==> src/common/etcp_pkg.sv <==
// Purpose: Constants and types shared by the text command parser
// Assumes: 8-bit ASCII byte stream, 250 MHz system clock
// Notes:   Keywords are packed right-aligned, first character in the highest used byte
package etcp_pkg;
    localparam logic [15:0] CMD_PORT      = 16'hd6d8;     // Listening port 55000
    localparam logic [7:0]  CHR_LF        = 8'h0a;
    localparam logic [7:0]  CHR_CR        = 8'h0d;
    localparam logic [7:0]  CHR_SPACE     = 8'h20;
    localparam logic [7:0]  CHR_DQUOTE    = 8'h22;
    localparam logic [7:0]  CHR_SQUOTE    = 8'h27;
    localparam logic [7:0]  CHR_COMMA     = 8'h2c;
    localparam logic [7:0]  CHR_MINUS     = 8'h2d;
    localparam logic [7:0]  CHR_DOT       = 8'h2e;
    localparam logic [7:0]  CHR_ZERO      = 8'h30;
    localparam logic [7:0]  CHR_NINE      = 8'h39;
    localparam logic [7:0]  CHR_QMARK     = 8'h3f;
    localparam logic [7:0]  CHR_UA        = 8'h41;
    localparam logic [7:0]  CHR_UF        = 8'h46;
    localparam logic [7:0]  CHR_UZ        = 8'h5a;
    localparam logic [7:0]  CHR_LA        = 8'h61;
    localparam logic [7:0]  CHR_LF_HEX    = 8'h66;
    localparam logic [7:0]  CHR_LX        = 8'h78;
    localparam logic [7:0]  CHR_UX        = 8'h58;
    localparam logic [7:0]  HEX_ALPHA_OFS = 8'h0a;
    localparam logic [5:0]  MAX_LINE      = 6'h28;        // 40 characters with terminator
    localparam logic [31:0] KW_WRITE      = 32'h0053444f;
    localparam logic [31:0] KW_READ       = 32'h53444f3f;
    localparam logic [31:0] KW_FIFO       = 32'h524d423f; // fifo_block_read_cmd
    localparam logic [31:0] DEC_BASE      = 32'h0000000a;
    localparam int unsigned NARG_WRITE    = 3;
    localparam int unsigned NARG_READ     = 2;
    localparam int unsigned NARG_FIFO     = 0;
    localparam longint      TIMEOUT_S     = 30;
    localparam longint      CLK_HZ        = 250000000;
    localparam longint      TIMEOUT_CYC   = TIMEOUT_S * CLK_HZ;

    typedef enum logic [2:0] {
        ST_COLLECT,
        ST_OD_WAIT,
        ST_STREAM_RD,
        ST_STREAM_FIFO,
        ST_REPLY,
        ST_SEND_CR,
        ST_SEND_LF
    } etcp_state_type;
endpackage

==> src/etcp_parser.sv <==
// Purpose: Line-oriented text command interpreter on the device command connection
// Assumes: TCP stack delivers the byte stream; object dictionary formats read text
// Notes:   One character per cycle at most; reply bytes are issued every other cycle
// Contract
// - Service listens on one fixed port; client sends all lines there.
// - Lines end in LF or CR LF; both accepted.
// - Connection closed after about thirty seconds without request or output.
// - Only one client connection at a time; others refused.
// - Each command answered by zero, data or question mark, then CRLF.
// - Not-a-number float result is sent as a question mark.
// - Exactly three commands: object write, object read, FIFO block read.
// - Arguments use object dictionary index, sub-index and value.
// - Object read returns value text with CRLF, or question mark.
// - Successful write answered zero with CRLF; failure with question mark.
// - Action writes still carry a value, which the device ignores.
// - FIFO block read sends header and all data, then clears FIFO.
// - Status vector places each signal at reference number plus one; one invalid.
// - Writing zero to FIFO control flags stops recording and clears fill mode.
`timescale 1ns/100ps
module etcp_parser #(
    parameter longint      TIMEOUT_CYCLES = etcp_pkg::TIMEOUT_CYC,
    parameter logic [15:0] FIFO_CTRL_IDX  = 16'h0000,
    parameter logic [7:0]  FIFO_CTRL_SUB  = 8'h00,
    parameter int          N_SIG          = 24
) (
    input  wire logic              clk_sys,        // System clock
    input  wire logic              rstn,           // Synchronous reset, active low
    output logic [15:0]            listen_port,    // Port the service listens on
    input  wire logic              conn_req,       // New client connection request
    input  wire logic              conn_drop,      // Client closed the connection
    output logic                   conn_refuse,    // Request refused, one busy
    output logic                   conn_active,    // A client is connected
    output logic                   conn_close,     // Idle timeout close pulse
    input  wire logic              rx_valid,       // Received byte valid
    input  wire logic [7:0]        rx_data,        // Received byte
    output logic                   rx_ready,       // Parser takes the byte
    output logic                   tx_valid,       // Reply byte valid
    output logic [7:0]             tx_data,        // Reply byte
    input  wire logic              tx_ready,       // Stack takes the reply byte
    output logic                   od_req,         // Object access request
    output logic                   od_wr,          // High for write
    output logic [15:0]            od_index,       // Object index
    output logic [7:0]             od_subindex,    // Object sub-index
    output logic [31:0]            od_value,       // Write value, digits without point
    output logic [3:0]             od_frac,        // Digits after the decimal point
    input  wire logic              od_ack,         // Access done pulse
    input  wire logic              od_fail,        // Access failed, with ack
    input  wire logic              od_nan,         // Read value is NaN, with ack
    input  wire logic              rd_valid,       // Read text byte valid
    input  wire logic [7:0]        rd_data,        // Read text byte
    input  wire logic              rd_last,        // Last read text byte
    output logic                   rd_ready,       // Read text byte taken
    input  wire logic              fifo_valid,     // FIFO dump byte valid
    input  wire logic [7:0]        fifo_data,      // FIFO dump byte, header first
    input  wire logic              fifo_last,      // Last FIFO dump byte
    output logic                   fifo_ready,     // FIFO dump byte taken
    output logic                   fifo_clear,     // Clear FIFO pulse
    output logic                   fifo_stop,      // Stop recording, clear fill mode
    input  wire logic [N_SIG-1:0]  sig_invalid,    // Per signal reference, one invalid
    output logic [N_SIG:0]         status_vector   // Measurement status word
);
    localparam int TW = $clog2(TIMEOUT_CYCLES + 1);
    localparam logic [TW-1:0] TMO_LAST = TW'(TIMEOUT_CYCLES - 1);

    if (TIMEOUT_CYCLES < 2 || N_SIG < 1 || N_SIG > 31) begin : g_check
        $error("etcp_parser: unsupported parameter value");
    end

    typedef struct packed {
        etcp_pkg::etcp_state_type st;
        logic [31:0]   kw;
        logic          kwdone;
        logic [1:0]    argn;
        logic          dig;
        logic [31:0]   acc;
        logic          hex;
        logic          neg;
        logic          dot;
        logic [3:0]    frac;
        logic          inq;
        logic          cr;
        logic          err;
        logic [5:0]    len;
        logic [15:0]   idx;
        logic [7:0]    sub;
        logic [31:0]   val;
        logic [3:0]    vfrac;
        logic          wr;
        logic [7:0]    code;
        logic          ovld;
        logic [7:0]    obyte;
        logic [TW-1:0] tmo;
        logic          conn;
        logic          odreq;
        logic          fclr;
        logic          fstop;
        logic          close;
        logic [N_SIG:0] stat;
    } etcp_regs_type;

    etcp_regs_type r_reg, r_next;

    function automatic etcp_regs_type clear_line(input etcp_regs_type s);
        etcp_regs_type t;
        t = s;
        {t.kw, t.kwdone, t.argn, t.dig, t.acc} = '0;
        {t.hex, t.neg, t.dot, t.frac, t.inq, t.cr, t.err, t.len} = '0;
        return t;
    endfunction

    function automatic etcp_regs_type store_arg(input etcp_regs_type s);
        etcp_regs_type t;
        t = s;
        if (!s.dig) begin
            t.err = 1'b1;
        end else begin
            unique case (s.argn)
                2'd0: t.idx = s.acc[15:0];
                2'd1: t.sub = s.acc[7:0];
                2'd2: begin
                    t.val   = s.neg ? 32'(-s.acc) : s.acc;
                    t.vfrac = s.frac;
                end
                default: t.err = 1'b1;
            endcase
            t.argn = (s.argn == 2'd3) ? s.argn : s.argn + 2'd1;
        end
        {t.dig, t.acc, t.hex, t.neg, t.dot, t.frac} = '0;
        return t;
    endfunction

    logic rx_fire;
    logic tx_fire;
    logic is_dec;
    logic is_hex;
    logic [7:0] dval;

    assign rx_ready    = r_reg.conn && r_reg.st == etcp_pkg::ST_COLLECT;
    assign rx_fire     = rx_valid && rx_ready;
    assign tx_fire     = r_reg.ovld && tx_ready;
    assign rd_ready    = r_reg.st == etcp_pkg::ST_STREAM_RD && !r_reg.ovld;
    assign fifo_ready  = r_reg.st == etcp_pkg::ST_STREAM_FIFO && !r_reg.ovld;
    assign conn_refuse = conn_req && r_reg.conn;
    assign is_dec      = rx_data >= etcp_pkg::CHR_ZERO && rx_data <= etcp_pkg::CHR_NINE;
    assign is_hex      = (rx_data >= etcp_pkg::CHR_UA && rx_data <= etcp_pkg::CHR_UF)
                      || (rx_data >= etcp_pkg::CHR_LA && rx_data <= etcp_pkg::CHR_LF_HEX);
    assign dval        = is_dec ? rx_data - etcp_pkg::CHR_ZERO
                       : (rx_data & 8'hdf) - etcp_pkg::CHR_UA + etcp_pkg::HEX_ALPHA_OFS;

    always_comb begin
        r_next       = r_reg;
        r_next.fclr  = 1'b0;
        r_next.fstop = 1'b0;
        r_next.close = 1'b0;
        r_next.stat  = {sig_invalid, 1'b0};
        r_next.tmo   = r_reg.conn ? r_reg.tmo + TW'(1) : '0;
        if (tx_fire) begin
            r_next.ovld = 1'b0;
        end
        if (rx_fire || tx_fire) begin
            r_next.tmo = '0;
        end
        if (rx_fire) begin
            r_next.len = (r_reg.len == etcp_pkg::MAX_LINE) ? r_reg.len : r_reg.len + 6'd1;
            if (rx_data == etcp_pkg::CHR_LF) begin
                r_next = r_reg.kwdone && !r_reg.inq ? store_arg(r_next) : r_next;
                if (r_reg.dig == 1'b0 && r_reg.argn != 2'd0) begin
                    r_next.err = 1'b1;
                end
                if (!r_reg.kwdone && r_reg.kw != '0) begin
                    r_next.argn = '0;
                    r_next.err  = r_reg.err || r_reg.inq;
                end
                r_next.code = etcp_pkg::CHR_QMARK;
                r_next.st   = etcp_pkg::ST_REPLY;
                if (r_reg.len >= etcp_pkg::MAX_LINE || r_next.err || r_reg.inq) begin
                    r_next.st = etcp_pkg::ST_REPLY;
                end else if (r_reg.kw == etcp_pkg::KW_WRITE
                             && r_next.argn == 2'(etcp_pkg::NARG_WRITE)) begin
                    r_next.wr    = 1'b1;
                    r_next.odreq = 1'b1;
                    r_next.st    = etcp_pkg::ST_OD_WAIT;
                end else if (r_reg.kw == etcp_pkg::KW_READ
                             && r_next.argn == 2'(etcp_pkg::NARG_READ)) begin
                    r_next.wr    = 1'b0;
                    r_next.odreq = 1'b1;
                    r_next.st    = etcp_pkg::ST_OD_WAIT;
                end else if (r_reg.kw == etcp_pkg::KW_FIFO
                             && r_next.argn == 2'(etcp_pkg::NARG_FIFO)) begin
                    r_next.st = etcp_pkg::ST_STREAM_FIFO;
                end
                r_next = clear_line(r_next);
            end else if (r_reg.cr) begin
                r_next.err = 1'b1;
            end else if (rx_data == etcp_pkg::CHR_CR) begin
                r_next.cr = 1'b1;
            end else if (r_reg.inq) begin
                if (rx_data == etcp_pkg::CHR_DQUOTE) begin
                    r_next.inq = 1'b0;
                end else if (rx_data == etcp_pkg::CHR_QMARK
                             || rx_data == etcp_pkg::CHR_SQUOTE) begin
                    r_next.err = 1'b1;
                end
            end else if (!r_reg.kwdone) begin
                if (rx_data == etcp_pkg::CHR_SPACE && r_reg.kw != '0) begin
                    r_next.kwdone = 1'b1;
                end else if (((rx_data >= etcp_pkg::CHR_UA && rx_data <= etcp_pkg::CHR_UZ)
                              || rx_data == etcp_pkg::CHR_QMARK) && r_reg.kw[31:24] == '0) begin
                    r_next.kw = {r_reg.kw[23:0], rx_data};
                end else begin
                    r_next.err = 1'b1;
                end
            end else if (rx_data == etcp_pkg::CHR_COMMA) begin
                r_next = store_arg(r_next);
            end else if (rx_data == etcp_pkg::CHR_DQUOTE && !r_reg.dig) begin
                r_next.inq = 1'b1;
                r_next.dig = 1'b1;
            end else if ((rx_data == etcp_pkg::CHR_LX || rx_data == etcp_pkg::CHR_UX)
                         && r_reg.dig && r_reg.acc == '0 && !r_reg.hex && !r_reg.dot) begin
                r_next.hex = 1'b1;
            end else if (rx_data == etcp_pkg::CHR_MINUS && !r_reg.dig) begin
                r_next.neg = 1'b1;
            end else if (rx_data == etcp_pkg::CHR_DOT && !r_reg.hex && !r_reg.dot) begin
                r_next.dot = 1'b1;
            end else if (is_dec || (is_hex && r_reg.hex)) begin
                r_next.dig  = 1'b1;
                r_next.acc  = r_reg.hex ? {r_reg.acc[27:0], dval[3:0]}
                                        : 32'(r_reg.acc * etcp_pkg::DEC_BASE + 32'(dval));
                r_next.frac = r_reg.dot ? r_reg.frac + 4'd1 : r_reg.frac;
            end else if (rx_data != etcp_pkg::CHR_SPACE) begin
                r_next.err = 1'b1;
            end
        end
        unique case (r_reg.st)
            etcp_pkg::ST_COLLECT: ;
            etcp_pkg::ST_OD_WAIT: begin
                if (od_ack) begin
                    r_next.odreq = 1'b0;
                    r_next.code  = (od_fail || od_nan) ? etcp_pkg::CHR_QMARK
                                                       : etcp_pkg::CHR_ZERO;
                    r_next.st    = (r_reg.wr || od_fail || od_nan) ? etcp_pkg::ST_REPLY
                                                                    : etcp_pkg::ST_STREAM_RD;
                    r_next.fstop = r_reg.wr && !od_fail && r_reg.idx == FIFO_CTRL_IDX
                                && r_reg.sub == FIFO_CTRL_SUB && r_reg.val == '0;
                end
            end
            etcp_pkg::ST_STREAM_RD: begin
                if (rd_ready && rd_valid) begin
                    r_next.ovld  = 1'b1;
                    r_next.obyte = rd_data;
                    r_next.st    = rd_last ? etcp_pkg::ST_SEND_CR : r_reg.st;
                end
            end
            etcp_pkg::ST_STREAM_FIFO: begin
                if (fifo_ready && fifo_valid) begin
                    r_next.ovld  = 1'b1;
                    r_next.obyte = fifo_data;
                    r_next.fclr  = fifo_last;
                    r_next.st    = fifo_last ? etcp_pkg::ST_SEND_CR : r_reg.st;
                end
            end
            etcp_pkg::ST_REPLY, etcp_pkg::ST_SEND_CR, etcp_pkg::ST_SEND_LF: begin
                if (!r_reg.ovld) begin
                    r_next.ovld = 1'b1;
                    unique case (r_reg.st)
                        etcp_pkg::ST_REPLY:   r_next.obyte = r_reg.code;
                        etcp_pkg::ST_SEND_CR: r_next.obyte = etcp_pkg::CHR_CR;
                        default:              r_next.obyte = etcp_pkg::CHR_LF;
                    endcase
                    r_next.st = r_reg.st == etcp_pkg::ST_REPLY   ? etcp_pkg::ST_SEND_CR
                              : r_reg.st == etcp_pkg::ST_SEND_CR ? etcp_pkg::ST_SEND_LF
                                                                 : etcp_pkg::ST_COLLECT;
                end
            end
        endcase
        // Closing abandons any reply in flight; a late od_ack is then ignored
        if ((r_reg.conn && r_reg.tmo == TMO_LAST) || conn_drop) begin
            r_next       = clear_line(r_next);
            r_next.close = r_reg.conn && r_reg.tmo == TMO_LAST;
            r_next.conn  = 1'b0;
            r_next.st    = etcp_pkg::ST_COLLECT;
            r_next.ovld  = 1'b0;
            r_next.odreq = 1'b0;
            r_next.tmo   = '0;
        end else if (conn_req && !r_reg.conn) begin
            r_next.conn = 1'b1;
            r_next.tmo  = '0;
        end
    end

    always_ff @(posedge clk_sys) begin
        if (!rstn) begin
            r_reg    <= '0;
            r_reg.st <= etcp_pkg::ST_COLLECT;
        end else begin
            r_reg <= r_next;
        end
    end

    assign listen_port   = etcp_pkg::CMD_PORT;
    assign conn_active   = r_reg.conn;
    assign conn_close    = r_reg.close;
    assign tx_valid      = r_reg.ovld;
    assign tx_data       = r_reg.obyte;
    assign od_req        = r_reg.odreq;
    assign od_wr         = r_reg.wr;
    assign od_index      = r_reg.idx;
    assign od_subindex   = r_reg.sub;
    assign od_value      = r_reg.val;
    assign od_frac       = r_reg.vfrac;
    assign fifo_clear    = r_reg.fclr;
    assign fifo_stop     = r_reg.fstop;
    assign status_vector = r_reg.stat;

    a_refuse_busy: assert property (@(posedge clk_sys) disable iff (!rstn)
        conn_req && conn_active |=> conn_active) else $error("second client disturbed link");
    a_idle_close: assert property (@(posedge clk_sys) disable iff (!rstn)
        conn_active && r_reg.tmo == TMO_LAST && !conn_drop |=> conn_close && !conn_active)
        else $error("idle connection not closed");
    a_lf_follows_cr: assert property (@(posedge clk_sys) disable iff (!rstn)
        tx_fire && tx_data == etcp_pkg::CHR_CR && !conn_drop && r_reg.tmo != TMO_LAST
        |-> ##[1:4] (tx_valid && tx_data == etcp_pkg::CHR_LF) || !conn_active)
        else $error("CR not followed by LF");
    a_overlong_qmark: assert property (@(posedge clk_sys) disable iff (!rstn)
        rx_fire && rx_data == etcp_pkg::CHR_LF && r_reg.len >= etcp_pkg::MAX_LINE
        && !conn_drop && r_reg.tmo != TMO_LAST
        |=> ##1 tx_valid && tx_data == etcp_pkg::CHR_QMARK) else $error("overlong line accepted");
    a_od_hold: assert property (@(posedge clk_sys) disable iff (!rstn)
        od_req && !od_ack && !conn_drop && r_reg.tmo != TMO_LAST
        |=> od_req && $stable(od_index) && $stable(od_subindex) && $stable(od_value))
        else $error("object request not held");
    a_fifo_clear: assert property (@(posedge clk_sys) disable iff (!rstn)
        fifo_valid && fifo_ready && fifo_last |=> fifo_clear) else $error("FIFO not cleared");
    a_fifo_stop: assert property (@(posedge clk_sys) disable iff (!rstn)
        r_reg.st == etcp_pkg::ST_OD_WAIT && od_ack && !od_fail && od_wr
        && od_index == FIFO_CTRL_IDX && od_subindex == FIFO_CTRL_SUB && od_value == '0
        && !conn_drop && r_reg.tmo != TMO_LAST |=> fifo_stop) else $error("FIFO stop missing");
    a_nan_qmark: assert property (@(posedge clk_sys) disable iff (!rstn)
        r_reg.st == etcp_pkg::ST_OD_WAIT && od_ack && od_nan && !conn_drop
        && r_reg.tmo != TMO_LAST |=> ##1 tx_valid && tx_data == etcp_pkg::CHR_QMARK)
        else $error("NaN not sent as question mark");
    a_status_map: assert property (@(posedge clk_sys) disable iff (!rstn)
        ##1 status_vector == {$past(sig_invalid), 1'b0}) else $error("status bit misplaced");
endmodule // etcp_parser

==> config.mk <==
export PLATFORM = sky130hd
export DESIGN_NAME = etcp_parser
export DESIGN_NICKNAME = d
export VERILOG_FILES = /design/src/common/etcp_pkg.sv /design/src/etcp_parser.sv
export SDC_FILE = /design/constraint.sdc
export NUM_CORES = 1
export LEC_CHECK = 0
export BUFFER_PORTS_ARGS = -buffer_cell sky130_fd_sc_hd__buf_2
export CORE_ASPECT_RATIO = 0.8
export CORE_MARGIN = 2
export CORE_UTILIZATION = 30
export DETAILED_ROUTE_END_ITERATION = 8
export SYNTH_ARGS = -nofsm -noshare
export SYNTH_HDL_FRONTEND = slang
export SYNTH_SLANG_ARGS = --single-unit
==> constraint.sdc <==
create_clock -name clk_sys -period 5 [get_ports clk_sys]
set_input_delay 0.5 -clock clk_sys [delete_from_list [all_inputs] [get_ports clk_sys]]
set_output_delay 0.5 -clock clk_sys [all_outputs]
set_load 0.1 [all_outputs]
==> metrics.md, run 1 <==
| Metric | Value |
|---|---|
| Critical Path AT | `between 4 and 5 ns` |
| Synth cell count leaders | `dfxtp_1 (227), nor2_1 (211), nand2_1 (197)` |
| FF+latch area | `4540 um2` |
| Core Region | `approximately 47000 um2` |
| Post-DP HPWL | `roughly 32000 um` |
| Pint | `roughly 2900 uW` |
| Initial antenna violation count | `4` |
| Post-Synth Adder-Cell Area | `0.0713` |
| CP max FO | `9` |
| Clock transition at path regs | `~0.060 ns` |
| Htree depth | `1` |
| Dpl cells | `2428` |
| Min-delay src | `sig_invalid[7]` |
| Mapped Cells | `1800` |
| Total Wirelength | `around 42000 um` |
| Tmin final | `between 4 and 5 ns` |
| Critical Path Sink Type | `flip-flop` |
| Top-area cell type share of the netlist area | `0.319` |
| Compound-gate portion of the synthesized area | `0.192` |
| Main combinational cell family by area after synthesis | `simple AND/OR/NAND/NOR gates` |
| Top-Level Pins | `about 180` |
| Avg Cell Area, Syn | `a little under 8 um2` |
| Largest register FFs | `approximately 130` |
| Mux cell area share after synthesis | `0.0106` |
| YS warnings | `0` |
| DIE AREA | `a little under 50000 um2` |
| Row count | `71` |
| Design Power | `3890 uW` |
| Share of cells above drive strength 1 | `0.143` |
| Fmax | `roughly 0.22 GHz` |
| Lkg Pwr | `0.00640 uW` |
| Synth Cell Area | `14200 um2` |
| Outcome | `complete, no violations` |
| Synth Area in Simple Gates | `0.255` |
| First-pass GRT wire length | `65800 um` |
| Initial Util | `0.304` |
| Net Sw Frac | `0.250` |
| Avg Vias per Cell | `roughly 5.3` |
| Worst skew pair latency | `around 0.52 ns` |
| Unrepaired setup endpoints after global routing | `no` |
| Layout area overhead | `10.5%` |
| Crit start category | `flip-flop` |
| Clock group share of total power | `0.458` |
| Routed WL per cell | `16.8 um` |
| DRC Markers | `0` |
| Most frequent cell after synthesis | `dfxtp_1` |
| Final setup vio count | `0` |
| Setup bufs post-CTS | `0` |
| Fill cells | `4868` |
| Multi-input gate area | `~8500 um2` |
| Clk_skew | `0.0252 ns` |
| Final GP Congestion | `0.861` |
| Synth cell types | `between 80 and 90` |
| Gr usage total | `0.163` |
| Min Hold Slack | `0.181 ns` |
| Area leader, netlist | `dfxtp_1` |
| Die Width | `between 200 and 250 um` |
| Peak supply drop | `0.000223 V` |
| Fin. max-slew vios | `0` |
| Initial DRC count | `1128` |
| Slew HR | `0.290` |
| Chip height | `just under 200 um` |
| Pin count of the biggest net entering global routing | `73` |
| Fraction of registers with async set/reset | `0` |
| Post-CTS resize count | `0` |
| Final Cycle Share | `0.900` |
| CTS Buf Count | `25` |
| Final nets | `~2000` |
| CTS Hold Buffers Added | `0` |
| Max Cap Viol | `0` |
| CP startpoint | `r_reg[162]` |
| Measured slew at the worst slew-check pin | `~1.1 ns` |
| Seq/Total Area, Yosys | `0.319` |
| Top cells by area, synth | `dfxtp_1 (32%), ha_1 (6.9%), buf_4 (5.7%), nor2_1 (5.6%), nand2_1 (5.2%)` |
| CP required | `5.45 ns` |
| Synth Area in XOR/XNOR | `0.0615` |
| Combinational power share | `0.074` |
| Post-route ant nets | `0` |
| Remaining Overflow, GRT | `0` |
| Buffers on Ports | `163` |
| Post-synth EDFFs | `0` |
| DR vias | `~13000` |
| Post-Layout Cell Count | `2473` |
| PwrDens | `approximately 250 nW/um2` |
| Fin. Hold Viols | `0` |
| Psw | `around 970 uW` |
| First-pass iteration count of the detailed router | `5` |
| CTS tree | `built` |
| Number of synthesized register bits | `between 200 and 250` |
| Top_reg_cell synth | `dfxtp_1` |
| WS Path Type | `flip-flop to flip-flop` |
| Reg-to-reg startpoint | `r_reg[162]` |
| Sequential cell fraction of total power | `0.468` |
| Number of global-route vias before repair | `about 12000` |
| CTS max path bufs | `3` |
| Hold WC Path Type | `primary input to flip-flop` |
| CTS sink cnt | `227` |
| Clock root cell | `clkbuf_16` |
| TNS Setup | `0 ns` |
## through the flow
stage	setup slack [ns]	instance area, um2	util
2_1_floorplan	0.180	14300	-
5_1_grt	0.0219	15700	0.335
6_report	0.500	15700	0.336
3_5_place_dp	0.0603	15000	0.319
3_3_place_gp	0.213	15000	0.319
4_1_cts	0.545	15700	0.335
## cell families after synthesis
| group | count (synthesis) |
|---|---|
| buffers and inverters | 230 |
| xor gates and xnor gates | 100 |
| and+or+nand+nor | 742 |
| other | 2 |
| DFF | 227 |
| muxes | 15 |
| adders and majority gates | 80 |
| AOI/OAI and AO/OA | 404 |
## per-layer routing
layer  wire length [um]  GRT usage  part of all wire
met2              17200      0.245              0.41
met3               2840     0.0248             0.068
met5                 22          0           0.00053
met1              20700      0.244              0.50
met4                789     0.0339             0.019
## final timing paths
path,slack [ns],to,depth (start not counted)
setup / recovery,0.50,r_reg[186],11
hold / removal,0.18,status_vector[8],2
setup reg to reg,0.50,r_reg[186],11
hold reg to reg,0.45,tx_data[4],2
## cell usage in the layout, fill, tap and decap left out, types with 14 or more instances in the layout
cell type  count
a211oi_1      32
a21o_1        15
a21oi_1      113
a22oi_1       42
a31oi_1       15
and2_1        44
and3_1        22
buf_2        163
buf_4         30
clkbuf_16     25
conb_1        17
dfxtp_1      227
ha_1          78
inv_1         29
mux2i_1       14
nand2_1      197
nand2b_1      20
nand3_1       56
nand4_1       28
nor2_1       211
nor2b_1       15
nor3_1        39
nor4_1        35
o211ai_1      23
o21ai_0       61
o31ai_1       14
xnor2_1       42
xor2_1        58
## power by group through the flow
stage	logic (uW)	registers [uW]	clock network (uW)
after floorplan	243	1870	0
after global placement	286	1860	0
after detailed placement	287	1870	0
after CTS	288	1820	1830
after global routing	305	1820	1900
final	287	1820	1780
## final cells by class
class,instances,area share
diodes,2,0.000318
clock buffers,36,0.0455
clock inverters,7,0.00429
inverters,30,0.00715
multi-input cells,1358,0.539
flip-flops and latches,227,0.289
well taps,620,0.0493
repair buffers,193,0.0661
## critical path: stages, from the launching register on
cell       delay (ns)
dfxtp_1          0.53
ha_1             0.31
ha_1             0.49
a21o_1           0.24
a31oi_1          0.10
a2111oi_1        0.73
nor4_1           0.20
nor4_1           0.55
nand4_1          0.26
or3_1            0.48
or4_1            0.43
nand3_1          0.10
No activity file was read; power rests on OpenSTA's default activity.
==> run 2: changes to the inputs <==
--- a/config.mk
+++ b/config.mk
@@ -6,10 +6,13 @@
 export NUM_CORES = 1
 export LEC_CHECK = 0
 export BUFFER_PORTS_ARGS = -buffer_cell sky130_fd_sc_hd__buf_2
+export CELL_PAD_IN_SITES_DETAIL_PLACEMENT = 1
+export CELL_PAD_IN_SITES_GLOBAL_PLACEMENT = 2
 export CORE_ASPECT_RATIO = 0.8
 export CORE_MARGIN = 2
 export CORE_UTILIZATION = 30
 export DETAILED_ROUTE_END_ITERATION = 8
+export PLACE_DENSITY_LB_ADDON = 0.1
 export SYNTH_ARGS = -nofsm -noshare
 export SYNTH_HDL_FRONTEND = slang
 export SYNTH_SLANG_ARGS = --single-unit
==> run 2 against run 1 <==
Die area unchanged. Highest routed layer is now met4. Non-clock buffer count increased by 30. Cell count grew 1.3%. Combinational power up 3%. Fmax grew 0.42%. Flip-flop and latch count is the same. Clock skew increased by 0.013 ns.
==> metrics.md, run 2 (synthesis gave the netlist of run 1 again) <==
| Metric | Value |
|---|---|
| Buffers on Ports | `163 (unchanged)` |
| Avg Vias per Cell | `5.25 (-0.22%)` |
| Clk_skew | `0.0382 ns (+0.0130 ns)` |
| Final nets | `2007 (+1.6%)` |
| Critical Path Sink Type | `flip-flop` |
| Crit start category | `flip-flop` |
| Final setup vio count | `0 (unchanged)` |
| Post-route ant nets | `0 (unchanged)` |
| Initial Util | `0.304 (unchanged)` |
| Hold WC Path Type | `primary input to flip-flop` |
| Remaining Overflow, GRT | `0 (unchanged)` |
| Layout area overhead | `12.8%` |
| Total Wirelength | `50200 um (+21%)` |
| Number of global-route vias before repair | `13231 (+9.9%)` |
| Pin count of the biggest net entering global routing | `73 (unchanged)` |
| Unrepaired setup endpoints after global routing | `no` |
| Htree depth | `1 (unchanged)` |
| Fin worst setup slack | `0.519 ns (+0.0187 ns)` |
| CTS Buf Count | `26 (+4.0%)` |
| Fin. max-slew vios | `0 (unchanged)` |
| Fill cells | `5657 (+16%)` |
| CTS sink cnt | `227 (unchanged)` |
| PwrDens | `256 nW/um2 (+3.4%)` |
| Most common cell after layout, fill and taps aside | `dfxtp_1` |
| Initial antenna violation count | `0 (-4)` |
| Largest register FFs | `128 (unchanged)` |
| Gr usage total | `0.202 (+0.0384)` |
| Post-DP HPWL | `39600 um (+22%)` |
| CP max FO | `9 (unchanged)` |
| Chip height | `199 um (unchanged)` |
| DRC Markers | `0 (unchanged)` |
| Fmax | `0.223 GHz (+0.42%)` |
| Share of cells above drive strength 1 | `0.160 (+0.0165)` |
| Most frequent cells in the layout | `dfxtp_1 (227), nor2_1 (211), nand2_1 (197), buf_2 (163), a21oi_1 (113)` |
| Max Cap Viol | `0 (unchanged)` |
| First-pass GRT wire length | `78200 um (+19%)` |
| Routed WL per cell | `20.0 um (+19%)` |
| Clock root cell | `clkbuf_16` |
| Outcome | `complete, no violations` |
| Slew HR | `0.238 (-0.0517)` |
| Row count | `71 (unchanged)` |
| Critical Path AT | `4.99 ns (+0.04 ns)` |
| DIE AREA | `49200 um2 (unchanged)` |
| Lkg Pwr | `0.00660 uW (+3.2%)` |
| Antenna cells | `0 (-2)` |
| DR vias | `13153 (+1.1%)` |
| Peak supply drop | `0.000221 V (-0.82%)` |
| Tmin final | `4.48 ns (-0.0187 ns)` |
| CTS max path bufs | `3 (unchanged)` |
| CTS Hold Buffers Added | `0 (unchanged)` |
| First-pass iteration count of the detailed router | `5 (unchanged)` |
| Final Cycle Share | `0.896 (-0.00374)` |
| Setup WS pre-CTS | `0.00681 ns (-0.0535 ns)` |
| Setup bufs post-CTS | `0 (unchanged)` |
| Clock transition at path regs | `0.06 ns (about the same)` |
| CTS tree | `built` |
| Worst skew pair latency | `0.57 ns (+0.05 ns)` |
| Die Width | `248 um (unchanged)` |
| Core Region | `46900 um2 (unchanged)` |
| Initial DRC count | `596 (-47%)` |
| Fin. Hold Viols | `0 (unchanged)` |
| CP required | `5.50 ns (+0.05 ns)` |
| Final GP Congestion | `0.855 (-0.67%)` |
| TNS Setup | `0 ns (unchanged)` |
| WS Path Type | `flip-flop to flip-flop` |
| Measured slew at the worst slew-check pin | `1.14 ns (+0.0775 ns)` |
| Post-CTS resize count | `0 (unchanged)` |
| Top-Level Pins | `181 (unchanged)` |
run 2: power by group:
group | internal (uW) | switching, uW | total [uW]
sequential | 1820 | 3.88 | 1820
clock | 1180 | 806 | 1990
combinational | 62.5 | 234 | 297
run 2: worst max-delay path, cell delays in order, from the launching register on:
cell       delay, ns
dfxtp_1         0.42
ha_1            0.27
ha_1            0.49
a21o_1          0.24
a31oi_1         0.09
a2111oi_1       0.88
nor4_1          0.18
nor4_1          0.46
buf_4           0.21
nand4_1         0.21
or3_1           0.49
or4_1           0.41
nand3_1         0.10
run 2: cell type report:
type	count	area [um2]	share of cell area
multi-input cells	1358	8480	0.528
flip-flops and latches	227	4540	0.283
repair buffers	223	1270	0.0788
well taps	620	776	0.0483
clock buffers	35	734	0.0457
clock inverters	12	149	0.00927
inverters	30	113	0.00701
run 2: final timing paths:
kind                   from                to  slack, ns  depth (start not counted)
max              r_reg[164]        r_reg[184]       0.52                         12
min          sig_invalid[5]  status_vector[6]       0.14                          2
max reg2reg      r_reg[164]        r_reg[184]       0.52                         12
min reg2reg      od_frac[0]        od_frac[0]       0.45                          2
run 2: metrics by stage:
stage,util,cells,cell area [um2],total power [uW],hold slack (ns)
floorplan,-,1815,14300,2110,0.430
global placement,0.324,2458,15200,2160,0.438
detailed placement,0.324,2458,15200,2160,0.446
CTS,0.342,2505,16100,4170,0.117
global route,0.342,2505,16100,4270,0.126
finish,0.342,2505,16100,4110,0.140
run 2: layer usage:
metal,part of all wire,up-vias,global-route usage
met4,0.018,0,0.0399
li1,-,6445,-
met1,0.54,6461,0.312
met5,0,-,0
met3,0.037,44,0.0223
met2,0.41,203,0.297
==> run 3: changes to the inputs <==
--- a/config.mk
+++ b/config.mk
@@ -9,7 +9,7 @@
 export CELL_PAD_IN_SITES_DETAIL_PLACEMENT = 1
 export CELL_PAD_IN_SITES_GLOBAL_PLACEMENT = 2
 export CORE_ASPECT_RATIO = 0.8
-export CORE_MARGIN = 2
+export CORE_MARGIN = 8
 export CORE_UTILIZATION = 30
 export DETAILED_ROUTE_END_ITERATION = 8
 export PLACE_DENSITY_LB_ADDON = 0.1
==> run 3 against run 2 <==
Hold slack got worse by 0.012 ns. Combinational power barely moved. Sequential power is essentially flat. Flip-flop and latch count unchanged. Utilization increased by 0.19 points. Fmax fell by 0.61%. Count of clock-buffer cells in the layout increased by 4. Clock skew down 0.012 ns. Clock power increased by 10%. Register-to-register slack improved by 0.03 ns. Via count shrank 0.83%.
==> metrics.md, run 3 (synthesis gave the netlist of run 1 again) <==
| Metric | Value |
|---|---|
| Final nets | `2004 (-0.15%)` |
| Gr usage total | `0.181 (-0.0203)` |
| CP startpoint | `rx_data[7]` |
| DR vias | `13044 (-0.83%)` |
| WS Path Type | `primary input to flip-flop` |
| Total Wirelength | `51000 um (+1.6%)` |
| Most frequent cells in the layout | `dfxtp_1 (227), nor2_1 (211), nand2_1 (197), buf_2 (163), a21oi_1 (113)` |
| Core Region | `46900 um2 (unchanged)` |
| CP required | `5.52 ns (+0.02 ns)` |
| Share of cells above drive strength 1 | `0.158 (-0.00142)` |
| Dpl cell area | `15200 um2 (-0.17%)` |
| Pin count of the biggest net entering global routing | `73 (unchanged)` |
| Tmin final | `4.51 ns (+0.0274 ns)` |
| Fin. max-slew vios | `0 (unchanged)` |
| CTS Hold Buffers Added | `0 (unchanged)` |
| CTS sink cnt | `227 (unchanged)` |
| First-pass iteration count of the detailed router | `6 (+1)` |
| Remaining Overflow, GRT | `0 (unchanged)` |
| Fmax | `0.222 GHz (-0.61%)` |
| Top-Level Pins | `181 (unchanged)` |
| First-pass GRT wire length | `80100 um (+2.4%)` |
| Peak supply drop | `0.000234 V (+6.1%)` |
| Fin. Hold Viols | `0 (unchanged)` |
| Measured slew at the worst slew-check pin | `1.13 ns (-0.0154 ns)` |
| Htree depth | `1 (unchanged)` |
| Initial Util | `0.304 (unchanged)` |
| Slew HR | `0.249 (+0.0113)` |
| Most common cell after layout, fill and taps aside | `dfxtp_1` |
| Outcome | `complete, no violations` |
| Clock root cell | `clkbuf_16` |
| CTS tree | `built` |
| Routed WL per cell | `20.4 um (+1.7%)` |
| Wl on met1 | `27800 um (+2.8%)` |
| Met3 WL | `1580 um (-16%)` |
| Row count | `71 (unchanged)` |
| DIE AREA | `54700 um2 (+11%)` |
| Initial antenna violation count | `3 (+3)` |
| Post-DP HPWL | `40300 um (+1.9%)` |
| Final Cycle Share | `0.902 (+0.00549)` |
| Top Layer Used | `met5` |
| Post-CTS resize count | `0 (unchanged)` |
| PwrDens | `267 nW/um2 (+4.2%)` |
| Chip height | `211 um (+6.0%)` |
| Number of global-route vias before repair | `13289 (+0.44%)` |
| Initial DRC count | `686 (+15%)` |
| Finished Cell Area | `16200 um2 (+0.56%)` |
| Final GP Congestion | `0.821 (-4.1%)` |
| Critical Path AT | `5.02 ns (+0.03 ns)` |
| Crit start category | `primary input` |
| CTS max path bufs | `3 (unchanged)` |
| Reg-to-reg startpoint | `r_reg[162]` |
| Buffers on Ports | `163 (unchanged)` |
| Clock transition at path regs | `0.06 ns (about the same)` |
| Critical Path Sink Type | `flip-flop` |
| Avg Vias per Cell | `5.21 (-0.79%)` |
| Clk_skew | `0.0264 ns (-0.0118 ns)` |
| Lkg Pwr | `0.00662 uW (+0.34%)` |
| Final setup vio count | `0 (unchanged)` |
| Setup bufs post-CTS | `0 (unchanged)` |
| Unrepaired setup endpoints after global routing | `no` |
| Post-route ant nets | `0 (unchanged)` |
| Min-delay src | `sig_invalid[16]` |
| Die Width | `260 um (+4.8%)` |
| TNS Setup | `0 ns (unchanged)` |
| Worst skew pair latency | `0.58 ns (about the same)` |
| Layout area overhead | `13.4%` |
| Largest register FFs | `128 (unchanged)` |
| DRC Markers | `0 (unchanged)` |
| Max Cap Viol | `0 (unchanged)` |
| Fill cells | `5617 (-0.71%)` |
| CTS Buf Count | `28 (+7.7%)` |
| Hold WC Path Type | `primary input to flip-flop` |
| CP max FO | `6 (-3)` |
| WL met2 | `20700 um (+1.8%)` |
-- run 3: area by class of cell --
type | instances | area (um2) | area share
Sequential cell | 227 | 4540 | 0.281
Timing Repair Buffer | 218 | 1240 | 0.0769
Clock buffer | 39 | 802 | 0.0497
Clock inverter | 11 | 194 | 0.0120
Multi-Input combinational cell | 1358 | 8480 | 0.525
Antenna cell | 1 | 2.50 | 0.000155
Inverter | 30 | 113 | 0.00697
Tap cell | 620 | 776 | 0.0480
-- run 3: report_power, final --
part	switching (uW)	leakage, uW	internal (uW)
Sequential	3.88	0.00183	1820
Clock	855	0.000483	1330
Combinational	236	0.00431	61.8
-- run 3: worst max-delay path, stage by stage --
cell and delay [ns]:
buf_2 0.12, inv_1 0.12, ha_1 0.28, nor3b_1 0.38
a31oi_1 0.26, o21ai_0 0.38, ha_1 0.25, inv_1 0.06
fa_1 0.38, nor2b_1 0.22, o31a_1 0.19, o211ai_1 0.09
a21oi_1 0.26, and4_1 0.29, nand4_1 0.22, or3_1 0.50
or4_1 0.43, nand3_1 0.10
-- run 3: final timing paths --
check	depth (start not counted)	to	slack, ns
min reg2reg	2	tx_data[6]	0.45
max reg2reg	12	r_reg[184]	0.55
min	2	status_vector[17]	0.13
max	18	r_reg[184]	0.49
-- run 3: per-layer routing --
metal,GRT usage,vias up
met5,0,-
met4,0.0353,2
met3,0.0214,46
met2,0.267,194
met1,0.279,6350
li1,-,6452
-- run 3: metrics by stage --
step | util | cells | worst slack [ns] | hold slack (ns) | power, uW
floorplan | - | 1815 | 0.180 | 0.430 | 2110
global placement | 0.323 | 2453 | 0.201 | 0.438 | 2160
detailed placement | 0.323 | 2453 | -0.0256 | 0.447 | 2160
CTS | 0.344 | 2503 | 0.577 | 0.0978 | 4370
global route | 0.344 | 2503 | 0.140 | 0.123 | 4460
finish | 0.344 | 2504 | 0.492 | 0.128 | 4310
